<file path="src/design/kbchp_pkg.sv">
// constants of the keyboard host port
package kbchp_pkg;
    // host i/o addresses
    localparam logic [7:0] ADDR_DATA = 8'h60;
    localparam logic [7:0] ADDR_CMD_STATUS = 8'h64;
    localparam logic [7:0] ADDR_FAST_A20_RESET = 8'h92;
    // mailbox status layout
    localparam int ST_OFULL_BIT = 0;
    localparam int ST_IFULL_BIT = 1;
    localparam int ST_CMD_BIT = 3;
    localparam logic [7:0] ST_USER_MASK = 8'hf4;
    localparam logic [7:0] ST_RESET = 8'h00;
    // fast a20/reset register layout
    localparam logic [7:0] FAST_RESET_VALUE = 8'h24;
    localparam logic [7:0] FAST_FIXED_BITS = 8'h24;
    localparam int FAST_A20_BIT = 1;
    localparam int FAST_RST_BIT = 0;
    // reset/a20 configuration layout
    localparam int CFG_PORT_EN_BIT = 2;
    localparam int CFG_KBD_LATCH_BIT = 3;
    localparam int CFG_AUX_LATCH_BIT = 4;
    // host read of an inaccessible location
    localparam logic [7:0] IDLE_READ = 8'hff;
    // timing
    localparam int SYS_CLK_HZ = 50_000_000;
    localparam int SYS_CLK_PERIOD_NS = 20;
    localparam int FAST_RST_DELAY_NS = 14_000;
    localparam int FAST_RST_WIDTH_NS = 6_000;
    localparam int FAST_RST_DELAY_CYC =
        (FAST_RST_DELAY_NS + SYS_CLK_PERIOD_NS - 1) / SYS_CLK_PERIOD_NS;
    localparam int FAST_RST_WIDTH_CYC =
        (FAST_RST_WIDTH_NS + SYS_CLK_PERIOD_NS - 1) / SYS_CLK_PERIOD_NS;
    // core clock tick made by a fractional accumulator
    localparam int CORE_CLK_HZ = 12_000_000;
    localparam int CORE_ACC_STEP = CORE_CLK_HZ / 2_000_000;
    localparam int CORE_ACC_MOD = SYS_CLK_HZ / 2_000_000;
    localparam int CORE_ACC_W = 5;
    // pulse timer states
    typedef enum logic [2:0] {
        KBCHP_IDLE = 3'b001,
        KBCHP_DELAY = 3'b010,
        KBCHP_PULSE = 3'b100
    } kbchp_pulse_state_t;
endpackage

</file>
<file path="src/design/kbchp_pulse.sv">
// delayed low pulse generator for the fast cpu reset
`timescale 1ns/10ps
module kbchp_pulse #(
    parameter int DELAY_CYC = kbchp_pkg::FAST_RST_DELAY_CYC,
    parameter int WIDTH_CYC = kbchp_pkg::FAST_RST_WIDTH_CYC,
    parameter int CNT_W = 12
) (
    // clock and reset
    input wire logic i_sys_clk,
    input wire logic i_sys_rst,
    // trigger
    input wire logic i_start,
    // active low pulse
    output logic o_pulse_n
);
    localparam logic [CNT_W-1:0] DELAY_LAST = CNT_W'(DELAY_CYC - 1);
    localparam logic [CNT_W-1:0] WIDTH_LAST = CNT_W'(WIDTH_CYC - 1);

    kbchp_pkg::kbchp_pulse_state_t state;
    logic [CNT_W-1:0] count;

    always_ff @(posedge i_sys_clk) begin
        if (i_sys_rst) begin
            state <= kbchp_pkg::KBCHP_IDLE;
            count <= '0;
            o_pulse_n <= 1'b1;
        end else begin
            case (state)
                kbchp_pkg::KBCHP_IDLE: begin
                    count <= '0;
                    o_pulse_n <= 1'b1;
                    if (i_start) begin
                        state <= kbchp_pkg::KBCHP_DELAY;
                    end
                end
                kbchp_pkg::KBCHP_DELAY: begin
                    if (count == DELAY_LAST) begin
                        count <= '0;
                        o_pulse_n <= 1'b0;
                        state <= kbchp_pkg::KBCHP_PULSE;
                    end else begin
                        count <= count + 1'b1;
                    end
                end
                kbchp_pkg::KBCHP_PULSE: begin
                    if (count == WIDTH_LAST) begin
                        count <= '0;
                        o_pulse_n <= 1'b1;
                        state <= kbchp_pkg::KBCHP_IDLE;
                    end else begin
                        count <= count + 1'b1;
                    end
                end
                default: begin
                    count <= '0;
                    o_pulse_n <= 1'b1;
                    state <= kbchp_pkg::KBCHP_IDLE;
                end
            endcase
        end
    end
endmodule

</file>
<file path="src/design/kbchp_host_port.sv">
`timescale 1ns/10ps
module kbchp_host_port #(
    parameter int LINE_COUNT = 4
) (
    // clock and reset
    input wire logic i_sys_clk,
    input wire logic i_sys_rst,
    // host i/o bus
    input wire logic [7:0] i_host_addr,
    input wire logic i_host_wr,
    input wire logic i_host_rd,
    input wire logic [7:0] i_host_wdata,
    output logic [7:0] o_host_rdata,
    output logic o_host_ack,
    // embedded core mailbox access
    input wire logic i_core_data_wr,
    input wire logic [7:0] i_core_data_wdata,
    input wire logic i_core_data_rd,
    output logic [7:0] o_core_data_buffer,
    input wire logic i_core_status_wr,
    input wire logic [7:0] i_core_status_wdata,
    output logic [7:0] o_core_status,
    output logic o_core_input_irq_n,
    output logic o_core_clk_tick,
    // embedded core port bits
    input wire logic i_core_flags_en,
    input wire logic i_core_kbd_irq_port_bit,
    input wire logic i_core_aux_irq_port_bit,
    input wire logic i_core_a20_port_bit,
    input wire logic i_core_cpu_reset_n,
    input wire logic i_kbd_interrupt_raw,
    input wire logic i_aux_interrupt_raw,
    input wire logic [LINE_COUNT-1:0] i_core_line_port,
    output logic [LINE_COUNT-1:0] o_core_line_in,
    // configuration
    input wire logic [7:0] i_reset_a20_config,
    input wire logic i_cpu_reset_polarity,
    // host interrupts and cpu controls
    output logic o_kbd_host_irq,
    output logic o_aux_host_irq,
    output logic o_kbd_interrupt,
    output logic o_aux_interrupt,
    output logic o_fast_a20_signal,
    output logic o_fast_cpu_reset_n,
    output logic o_cpu_a20_mask_n,
    output logic o_cpu_reset_output,
    // open drain serial lines: clk/data for kbd, clk/data for aux
    input wire logic [LINE_COUNT-1:0] i_line_in,
    output logic [LINE_COUNT-1:0] o_line_out,
    output logic [LINE_COUNT-1:0] o_line_oe_n
);
    logic [7:0] out_buffer;
    logic [7:0] in_buffer;
    logic output_buffer_full;
    logic input_buffer_full;
    logic cmd_flag;
    logic [7:0] user_defined_bits;
    logic fast_a20_bit;
    logic fast_rst_bit;
    logic kbd_raw_q;
    logic aux_raw_q;
    logic kbd_latched;
    logic aux_latched;
    logic [kbchp_pkg::CORE_ACC_W-1:0] core_acc;
    logic fast_pulse_n;
    logic [7:0] status_word;
    logic [7:0] fast_word;

    // decoded host accesses
    logic port_en;
    logic host_wr_mbox;
    logic host_rd_data;
    logic host_rd_status;
    logic host_wr_fast;
    logic host_rd_fast;
    logic fast_start;
    logic data_port_read;

    assign port_en = i_reset_a20_config[kbchp_pkg::CFG_PORT_EN_BIT];
    assign host_wr_mbox = i_host_wr &&
        (i_host_addr == kbchp_pkg::ADDR_DATA || i_host_addr == kbchp_pkg::ADDR_CMD_STATUS);
    assign host_rd_data = i_host_rd && i_host_addr == kbchp_pkg::ADDR_DATA;
    assign host_rd_status = i_host_rd && i_host_addr == kbchp_pkg::ADDR_CMD_STATUS;
    assign host_wr_fast = i_host_wr && port_en &&
        i_host_addr == kbchp_pkg::ADDR_FAST_A20_RESET;
    assign host_rd_fast = i_host_rd && port_en &&
        i_host_addr == kbchp_pkg::ADDR_FAST_A20_RESET;
    // a new pulse only on a zero to one change of bit zero
    assign fast_start = host_wr_fast && i_host_wdata[kbchp_pkg::FAST_RST_BIT] &&
        !fast_rst_bit;
    assign data_port_read = host_rd_data;

    always_comb begin
        status_word = user_defined_bits & kbchp_pkg::ST_USER_MASK;
        status_word[kbchp_pkg::ST_OFULL_BIT] = output_buffer_full;
        status_word[kbchp_pkg::ST_IFULL_BIT] = input_buffer_full;
        status_word[kbchp_pkg::ST_CMD_BIT] = cmd_flag;
    end

    always_comb begin
        fast_word = kbchp_pkg::FAST_FIXED_BITS;
        fast_word[kbchp_pkg::FAST_A20_BIT] = fast_a20_bit;
        fast_word[kbchp_pkg::FAST_RST_BIT] = fast_rst_bit;
    end

    // data buffers keep their contents across reset
    always_ff @(posedge i_sys_clk) begin
        if (i_core_data_wr) begin
            out_buffer <= i_core_data_wdata;
        end
        if (host_wr_mbox) begin
            in_buffer <= i_host_wdata;
        end
    end

    // output buffer full: set wins over host read
    always_ff @(posedge i_sys_clk) begin
        if (i_sys_rst) begin
            output_buffer_full <= 1'b0;
        end else if (i_core_data_wr) begin
            output_buffer_full <= 1'b1;
        end else if (host_rd_data) begin
            output_buffer_full <= 1'b0;
        end
    end

    // input buffer full: set wins over core read
    always_ff @(posedge i_sys_clk) begin
        if (i_sys_rst) begin
            input_buffer_full <= 1'b0;
        end else if (host_wr_mbox) begin
            input_buffer_full <= 1'b1;
        end else if (i_core_data_rd) begin
            input_buffer_full <= 1'b0;
        end
    end

    always_ff @(posedge i_sys_clk) begin
        if (i_sys_rst) begin
            cmd_flag <= 1'b0;
        end else if (host_wr_mbox) begin
            cmd_flag <= i_host_addr[2];
        end
    end

    always_ff @(posedge i_sys_clk) begin
        if (i_sys_rst) begin
            user_defined_bits <= kbchp_pkg::ST_RESET;
        end else if (i_core_status_wr) begin
            user_defined_bits <= i_core_status_wdata & kbchp_pkg::ST_USER_MASK;
        end
    end

    // the data copy is not cleared by reset
    always_ff @(posedge i_sys_clk) begin
        if (i_core_data_rd) begin
            o_core_data_buffer <= in_buffer;
        end
    end

    // core side read-back
    always_ff @(posedge i_sys_clk) begin
        if (i_sys_rst) begin
            o_core_status <= kbchp_pkg::ST_RESET;
            o_core_input_irq_n <= 1'b1;
        end else begin
            o_core_status <= status_word;
            o_core_input_irq_n <= !(input_buffer_full && !i_core_data_rd);
        end
    end

    // fast a20/reset register
    always_ff @(posedge i_sys_clk) begin
        if (i_sys_rst) begin
            fast_a20_bit <= kbchp_pkg::FAST_RESET_VALUE[kbchp_pkg::FAST_A20_BIT];
            fast_rst_bit <= kbchp_pkg::FAST_RESET_VALUE[kbchp_pkg::FAST_RST_BIT];
        end else if (host_wr_fast) begin
            fast_a20_bit <= i_host_wdata[kbchp_pkg::FAST_A20_BIT];
            fast_rst_bit <= i_host_wdata[kbchp_pkg::FAST_RST_BIT];
        end
    end

    kbchp_pulse #(
        .DELAY_CYC(kbchp_pkg::FAST_RST_DELAY_CYC),
        .WIDTH_CYC(kbchp_pkg::FAST_RST_WIDTH_CYC),
        .CNT_W(12)
    ) u_fast_pulse (
        .i_sys_clk(i_sys_clk),
        .i_sys_rst(i_sys_rst),
        .i_start(fast_start),
        .o_pulse_n(fast_pulse_n)
    );

    // host read data, one cycle after the strobe
    always_ff @(posedge i_sys_clk) begin
        if (i_sys_rst) begin
            o_host_rdata <= kbchp_pkg::IDLE_READ;
            o_host_ack <= 1'b0;
        end else begin
            o_host_ack <= host_rd_data || host_rd_status || host_wr_mbox ||
                host_rd_fast || host_wr_fast;
            if (host_rd_data) begin
                o_host_rdata <= out_buffer;
            end else if (host_rd_status) begin
                o_host_rdata <= status_word;
            end else if (host_rd_fast) begin
                o_host_rdata <= fast_word;
            end else begin
                o_host_rdata <= kbchp_pkg::IDLE_READ;
            end
        end
    end

    // interrupt latches: rising edge sets, data read clears, set wins
    always_ff @(posedge i_sys_clk) begin
        if (i_sys_rst) begin
            kbd_raw_q <= 1'b0;
            aux_raw_q <= 1'b0;
            kbd_latched <= 1'b0;
            aux_latched <= 1'b0;
        end else begin
            kbd_raw_q <= i_kbd_interrupt_raw;
            aux_raw_q <= i_aux_interrupt_raw;
            if (i_kbd_interrupt_raw && !kbd_raw_q) begin
                kbd_latched <= 1'b1;
            end else if (data_port_read) begin
                kbd_latched <= 1'b0;
            end
            if (i_aux_interrupt_raw && !aux_raw_q) begin
                aux_latched <= 1'b1;
            end else if (data_port_read) begin
                aux_latched <= 1'b0;
            end
        end
    end

    always_ff @(posedge i_sys_clk) begin
        if (i_sys_rst) begin
            o_kbd_interrupt <= 1'b0;
            o_aux_interrupt <= 1'b0;
        end else begin
            if (i_reset_a20_config[kbchp_pkg::CFG_KBD_LATCH_BIT]) begin
                o_kbd_interrupt <= kbd_latched;
            end else begin
                o_kbd_interrupt <= i_kbd_interrupt_raw && kbd_latched;
            end
            if (i_reset_a20_config[kbchp_pkg::CFG_AUX_LATCH_BIT]) begin
                o_aux_interrupt <= aux_latched;
            end else begin
                o_aux_interrupt <= i_aux_interrupt_raw && aux_latched;
            end
        end
    end

    // host interrupt lines
    always_ff @(posedge i_sys_clk) begin
        if (i_sys_rst) begin
            o_kbd_host_irq <= 1'b0;
            o_aux_host_irq <= 1'b0;
        end else if (i_core_flags_en) begin
            o_kbd_host_irq <= i_core_kbd_irq_port_bit && output_buffer_full;
            o_aux_host_irq <= i_core_aux_irq_port_bit && !input_buffer_full;
        end else begin
            o_kbd_host_irq <= i_core_kbd_irq_port_bit;
            o_aux_host_irq <= i_core_aux_irq_port_bit;
        end
    end

    // cpu a20 and reset outputs
    always_ff @(posedge i_sys_clk) begin
        if (i_sys_rst) begin
            o_fast_a20_signal <= 1'b0;
            o_fast_cpu_reset_n <= 1'b1;
            o_cpu_a20_mask_n <= 1'b0;
            o_cpu_reset_output <= !i_cpu_reset_polarity;
        end else begin
            o_fast_a20_signal <= fast_a20_bit;
            o_fast_cpu_reset_n <= fast_pulse_n;
            o_cpu_a20_mask_n <= i_core_a20_port_bit || fast_a20_bit;
            o_cpu_reset_output <= (i_core_cpu_reset_n && (fast_pulse_n || !port_en)) ^
                i_cpu_reset_polarity;
        end
    end

    // core clock tick, 6 of every 25 system cycles
    always_ff @(posedge i_sys_clk) begin
        if (i_sys_rst) begin
            core_acc <= '0;
            o_core_clk_tick <= 1'b0;
        end else if (core_acc >= kbchp_pkg::CORE_ACC_W'(kbchp_pkg::CORE_ACC_MOD -
                kbchp_pkg::CORE_ACC_STEP)) begin
            core_acc <= core_acc - kbchp_pkg::CORE_ACC_W'(kbchp_pkg::CORE_ACC_MOD -
                kbchp_pkg::CORE_ACC_STEP);
            o_core_clk_tick <= 1'b1;
        end else begin
            core_acc <= core_acc + kbchp_pkg::CORE_ACC_W'(kbchp_pkg::CORE_ACC_STEP);
            o_core_clk_tick <= 1'b0;
        end
    end

    // open drain lines: port bit inverted, a high port bit drives low, a low one releases
    genvar gi;
    generate
        for (gi = 0; gi < LINE_COUNT; gi++) begin : g_line
            always_ff @(posedge i_sys_clk) begin
                if (i_sys_rst) begin
                    o_line_out[gi] <= 1'b0;
                    o_line_oe_n[gi] <= 1'b0;
                    o_core_line_in[gi] <= 1'b0;
                end else begin
                    o_line_out[gi] <= 1'b0;
                    o_line_oe_n[gi] <= !i_core_line_port[gi];
                    o_core_line_in[gi] <= i_line_in[gi];
                end
            end
        end
    endgenerate
endmodule

</file>
<file path="config.mk">
export PLATFORM = sky130hd
export DESIGN_NAME = kbchp_host_port
export DESIGN_NICKNAME = d
export VERILOG_FILES = /design/src/design/kbchp_pkg.sv /design/src/design/kbchp_pulse.sv /design/src/design/kbchp_host_port.sv
export SDC_FILE = /design/constraint.sdc
export NUM_CORES = 1
export LEC_CHECK = 0
export BUFFER_PORTS_ARGS = -buffer_cell sky130_fd_sc_hd__buf_4
export CORE_AREA = 3 3 112 114
export CTS_CLUSTER_DIAMETER = 150
export DETAILED_ROUTE_END_ITERATION = 8
export DIE_AREA = 0 0 115 117
export GPL_ROUTABILITY_DRIVEN = 0
export PLACE_DENSITY = 0.53
export SLEW_MARGIN = 5
export SYNTH_ARGS = -nofsm -noshare
export SYNTH_HDL_FRONTEND = slang
export SYNTH_HIERARCHICAL = 1
export SYNTH_SLANG_ARGS = --single-unit
</file>
<file path="constraint.sdc">
create_clock -name i_sys_clk -period 1.9 [get_ports i_sys_clk]
set_clock_uncertainty 0.2 [all_clocks]
set_input_delay 0 -clock i_sys_clk [delete_from_list [all_inputs] [get_ports i_sys_clk]]
set_output_delay 0 -clock i_sys_clk [all_outputs]
set_load 0.05 [all_outputs]
</file>
==> results of run 1 <==
[layout make-up]
class	count	area, µm²
fill	1072	6190
sequential	94	2120
timing repair buffer	168	1430
multi-input combinational	178	1240
clock buffer	12	278
tap	143	179
inverter	11	41.3
clock inverter	4	32.5
[worst paths after layout]
| check | start | slack, ns | to |
|---|---|---|---|
| setup / recovery | i_host_addr[3] | 0.05 | o_host_rdata[1]$_SDFF_PP1_ |
| hold / removal | i_host_addr[0] | -0.05 | o_host_rdata[1]$_SDFF_PP1_ |
| setup reg to reg | core_acc[0]$_SDFFE_PP0N_ | 0.07 | core_acc[1]$_SDFF_PP0_ |
| hold reg to reg | in_buffer[4]$_DFFE_PP_ | 0.22 | o_core_data_buffer[4]$_DFFE_PP_ |
[worst max-delay path, cell delays in order]
cell           delay (ns)
dlygate4sd3_1        0.54
buf_4                0.14
or3b_1               0.39
or3_4                0.38
a21o_1               0.16
a221o_1              0.30
[power groups by stage]
stage	clock network [mW]	logic, mW	registers (mW)
detailed placement	0	0.436	2.21
CTS	1.90	0.546	2.17
floorplan	0	0.164	2.30
global placement	0	0.429	2.21
global route	1.99	0.605	2.18
finish	1.85	0.559	2.17
[cell usage after synthesis (4+ instances only)]
library cell	instances
nor2_2	9
a21oi_1	5
nor2_1	32
o21ai_0	9
inv_1	11
buf_4	4
nand2b_1	5
nand3_1	4
mux2i_1	16
dfxtp_1	70
nand2_1	9
clkbuf_1	7
edfxtp_1	24
nor2b_1	15
nand4_1	5
ha_1	4
a211oi_1	5
xor2_1	10
[timing repair]
item / CTS / global route
gates resized for setup: 0 / 5
hold endpoints to repair: 85 / 2
endpoints found under the setup margin: 0 / 7
[cell families after synthesis]
logic type	synth area share (%)
simple gates	17.6
flops	61.4
compound gates	7.16
buf+inv	3.73
mux	5.28
xor+xnor	3.29
fa+ha+maj	1.45
other cells	0.108
[cells in the final DEF, fill, tap and decap left out, types with 4 or more instances in the layout]
master | netlist | layout
nand3_1 | 4 | 4
nor2_2 | 9 | 9
conb_1 | 1 | 4
o21ai_0 | 9 | 8
ha_1 | 4 | 4
dlygate4sd3_1 | 0 | 67
nor2b_1 | 15 | 15
xor2_1 | 10 | 10
inv_1 | 11 | 11
mux2i_1 | 16 | 16
nor2_1 | 32 | 32
nand2_1 | 9 | 9
nand2b_1 | 5 | 5
buf_4 | 4 | 101
a21oi_1 | 5 | 5
a211oi_1 | 5 | 5
clkbuf_16 | 0 | 10
dfxtp_1 | 70 | 69
edfxtp_1 | 24 | 24
nand4_1 | 5 | 5
[layer usage]
metal	track usage, %	up-vias	share of wire (%)
li1	-	1347	-
met1	15.8	1215	44
met2	21.6	76	48
met3	4.01	14	5.2
met4	6.34	0	2.3
met5	0	-	0
[sequential cells by signal, indices dropped and copies added, names as in the netlist, 3 cells and up]
| name | flops |
|---|---|
| core_acc | 5 |
| in_buffer | 8 |
| o_core_data_buffer | 8 |
| o_core_line_in | 4 |
| o_core_status | 8 |
| o_host_rdata | 8 |
| o_line_oe_n | 4 |
| out_buffer | 8 |
| u_fast_pulse/count | 12 |
| u_fast_pulse/state | 3 |
| user_defined_bits | 5 |
==> impl_metrics.tcl, run 1 <==
set metrics [dict create \
    pre_cts_ws_ns 0.0438 \
    hp-class "in2reg" \
    synthArstFlopShare_pct 0 \
    p_total_mw 4.58 \
    synthesis.area_um2 3460 \
    io_pins 110 \
    internal-power_mw 3.46 \
    initial_core_util_pct 30.0 \
    finalCriticalPeriod_ns 1.85 \
    nets 529 \
    instances_no_fill 610 \
    arrival_ns 1.90 \
    cts_max_level 3 \
    drt_iter0_drc 76 \
    core_um2 11500 \
    tns_ns 0 \
    routed_wl_um 8380 \
    cts_sinks 94 \
    p_switching_mw 1.12 \
    powerDensity_nw_per_um2 860 \
    hold_ws_ns -0.0451 \
    overflow 0 \
    avgViaCountPerCell 4.35 \
    final_core_util_pct 46.2 \
    p_comb_share_pct 12.2 \
    endpoint_kind "register" \
    postSynth.topFlopCell "dfxtp_1" \
    cts_buffers 9 \
    r2r_cells 6 \
    netSwitchingFraction_pct 24.4 \
    post_cts_buffers 0 \
    maxCapViolations 0 \
    area_growth_pct 53.9 \
    yosys.area.top_type "dfxtp_1" \
    hold_viol 7 \
    status "finished, violations left" \
    worstPathRequired_ns 1.94 \
    drc 0 \
    p_seq_share_pct 47.4 \
    cts_root_buf "clkbuf_16" \
    grt_first_pass_wirelength_um 13400 \
    die_w_um 115 \
    n_antenna_cell 0 \
    cts_tree "done" \
    hold_buffers 67 \
    postPlaceCellArea_um2 4330 \
    clkTransAtPathRegs_ns 0.07 \
    ir_drop_mv 0.414 \
    ys_ff_latch 94 \
    worstSkewPairLatency_ns 0.35 \
    setup-violations-final 0 \
    ys_warn_count 6 \
    grt_util_all_layers_pct 13.1 \
    ant_nets 0 \
    synth_cell_types 53 \
    p_leak_nw 2.21 \
    dp_cells 528 \
    wl_per_cell_um 13.7 \
    crit_type "in2reg" \
    fmax_mhz 539 \
    worst_pin_slew_ns 0.560 \
    vias 2652 \
    drive_gt1_share_pct 30.4 \
    synth_top_area_share_pct 40.5 \
    holdPathStages 4 \
    io_buffers 97 \
    antenna_found_initial 0 \
    synth_area_per_cell_um2 11.7 \
    finalInstanceArea_um2 5320 \
    drv_slew 0 \
    num_rows 39 \
    slew_headroom_pct 62.7 \
    synth_edf_count 24 \
    netlist_top_cells_area "dfxtp_1 (41%), edfxtp_1 (21%), mux2i_1 (4.6%)" \
    timing.final.crit_share_pct 97.6 \
    violations "negative hold slack" \
    first_global_vias 2659 \
    ys_seq_area_share_pct 61.4 \
    die_area_um2 13500 \
    dr.pass1.iters 4 \
    hpwl_um 5500 \
    clock_power_share_pct 40.4 \
    max-clock-path-buffers 2 \
    die_y_um 117 \
    worst_setup_path_start_kind "input port" \
    layout_setup_ws_ns 0.0451 \
    path_max_fanout 4 \
    grt_max_degree 52 \
    syn_inst 295 \
]
Power figures use the tool's default switching activity.
==> run 2, diff against run 1 <==
- PLACE_DENSITY: 0.53 -> 0.51
- clock period: 1.9 -> 2 ns (I/O delays scaled with it)
==> run 2 against run 1 <==
  * The flow now finishes without violations
  * Register-to-register slack about the same
  * Count of clock-buffer cells in the layout down 1
  * Die area unchanged
  * Via count up 1.3%
  * Sequential share of layout area up 0.31 points
  * Critical endpoint is now user_defined_bits[7]$_SDFFE_PP0P_
  * Largest power group unchanged
  * Highest routed layer unchanged
==> impl_metrics.tcl, run 2 (synthesis gave the netlist of run 1 again) <==
set metrics [dict create \
    drt_iter0_drc 96 \
    largest_reg_flops 12 \
    r2r-start "user_defined_bits[7]$_SDFFE_PP0P_" \
    worst-path-buf-inv 4 \
    die_y_um 117 \
    p_seq_share_pct 49.4 \
    avgViaCountPerCell 4.40 \
    io_buffers 97 \
    path_max_fanout 1 \
    crit_type "in2reg" \
    hold_ws_ns 0.0239 \
    internal-power_mw 3.16 \
    critPathTopFamily "buffers and inverters" \
    setup-violations-final 0 \
    core_um2 11500 \
    grt_util_all_layers_pct 12.5 \
    cts_sinks 94 \
    area_growth_pct 52.7 \
    mostFrequentLayoutCell "buf_4" \
    io_pins 110 \
    mostFrequentLayoutCells "buf_4 (101), dfxtp_1 (69), dlygate4sd3_1 (67)" \
    drive_gt1_share_pct 29.5 \
    post_cts_buffers 0 \
    slew_headroom_pct 62.5 \
    seqCellArea_um2 2120 \
    num_rows 39 \
    r2r_slack_ns 0.06 \
    arrival_ns 1.97 \
    crit_path_top_delay_cell "dlygate4sd3_1" \
    overflow 0 \
    antenna_found_initial 0 \
    critPathLaunch "i_core_status_wdata[7]" \
    instances_no_fill 611 \
    worstSkewPairLatency_ns 0.34 \
    hold_viol 0 \
    critPathMostFrequentCell "dlygate4sd3_1" \
    p_switching_mw 1.01 \
    clock_power_share_pct 38.2 \
    cts_max_level 3 \
    cts_buffers 9 \
    die_w_um 115 \
    ir_drop_mv 0.403 \
    worst_setup_path_start_kind "input port" \
    fmax_mhz 515 \
    grt_first_pass_wirelength_um 12900 \
    nets 530 \
    maxCapViolations 0 \
    p_comb_share_pct 12.4 \
    timing.final.crit_share_pct 97.0 \
    hp-class "in2reg" \
    clkTransAtPathRegs_ns 0.07 \
    finalCriticalPeriod_ns 1.94 \
    netSwitchingFraction_pct 24.1 \
    n_antenna_cell 0 \
    vias 2686 \
    die_area_um2 13500 \
    hold_start "i_host_addr[5]" \
    max-clock-path-buffers 2 \
    dp_cells 527 \
    drv_slew 0 \
    p_leak_nw 2.21 \
    first_global_vias 2726 \
    cts_tree "done" \
    endpoint_kind "register" \
    tns_ns 0 \
    routed_wl_um 7890 \
    powerDensity_nw_per_um2 789 \
    grt_max_degree 52 \
    worst_pin_slew_ns 0.562 \
    wl_per_cell_um 12.9 \
    max_stage_delay_ns 0.58 \
    path_cells "dlygate4sd3_1 > buf_4 > mux2i_1 > dlygate4sd3_1 > nor2_1 > dlygate4sd3_1" \
    fillers 1110 \
    hpwl_um 5350 \
    drc 0 \
    dr.pass1.iters 4 \
    ant_nets 0 \
    cts_root_buf "clkbuf_16" \
    regMostFlops "u_fast_pulse/count" \
    p_total_mw 4.17 \
    status "finished, final reports clean" \
    multiInputGateArea_um2 1220 \
    rsz0062_at_grt "false" \
    worstPathRequired_ns 2.03 \
    initial_core_util_pct 30.0 \
]
run 2: cell count changes in the layout (fill, tap and decap cells not counted):
| cell | change |
|---|---|
| clkinv_2 | +2 |
| or3_1 | +2 |
| or3_4 | -2 |
| clkbuf_1 | +1 |
| clkbuf_16 | -1 |
| clkbuf_8 | -1 |
| clkinvlp_4 | +1 |
| dlymetal6s4s_1 | +1 |
| inv_4 | -1 |
| inv_6 | -1 |
| o21ai_1 | +1 |
| o21ai_4 | -1 |
run 2: per-stage QoR:
step	utilization, %	setup slack [ns]	cell area, µm²
6_report	45.9	0.0595	5280
5_1_grt	45.9	0.00703	5280
4_1_cts	46.2	0.0523	5320
3_5_place_dp	37.5	0.0909	4320
3_3_place_gp	37.5	0.0975	4320
2_1_floorplan	-	0.0486	3470
run 2: path summary, 6_finish.rpt:
path | endpoint | depth (start not counted)
min reg2reg | o_core_data_buffer[4]$_DFFE_PP_ | 0
max reg2reg | user_defined_bits[7]$_SDFFE_PP0P_ | 4
min | o_host_ack$_SDFF_PP0_ | 4
max | user_defined_bits[7]$_SDFFE_PP0P_ | 6
run 2: area by class of cell:
cell class / count / area share (%)
sequential: 94 / 40.2
timing repair buffer: 169 / 27.3
multi-input combinational: 178 / 23.1
clock buffer: 11 / 4.60
tap: 143 / 3.39
inverter: 11 / 0.782
clock inverter: 5 / 0.663
run 2: tightest hold or removal path, delay by kind of cell:
family	cells	cell delay, ns
buf+inv	1	0.08
compound gates	1	0.09
simple gates	2	0.35
run 2: repair_timing:
item / CTS / global route
hold endpoints to repair: 85 / 0
endpoints found under the setup margin: 0 / 7
hold buffers: 72 / 0
resized for setup: 0 / 3
run 2: per-layer routing:
metal  track usage [%]  share of wire (%)  vias to the layer above
li1                  -                  -                     1352
met1              15.2                 45                     1242
met2              20.4                 47                       75
met3              3.08                5.1                       17
met4              7.20                3.0                        0
met5                 0                  0                        -
run 2: power groups by stage:
stage / clock [mW] / combinational (mW) / sequential (mW)
2_1_floorplan: 0 / 0.155 / 2.19
3_3_place_gp: 0 / 0.409 / 2.10
3_5_place_dp: 0 / 0.414 / 2.10
4_1_cts: 1.66 / 0.529 / 2.06
5_1_grt: 1.73 / 0.565 / 2.07
6_report: 1.59 / 0.516 / 2.06
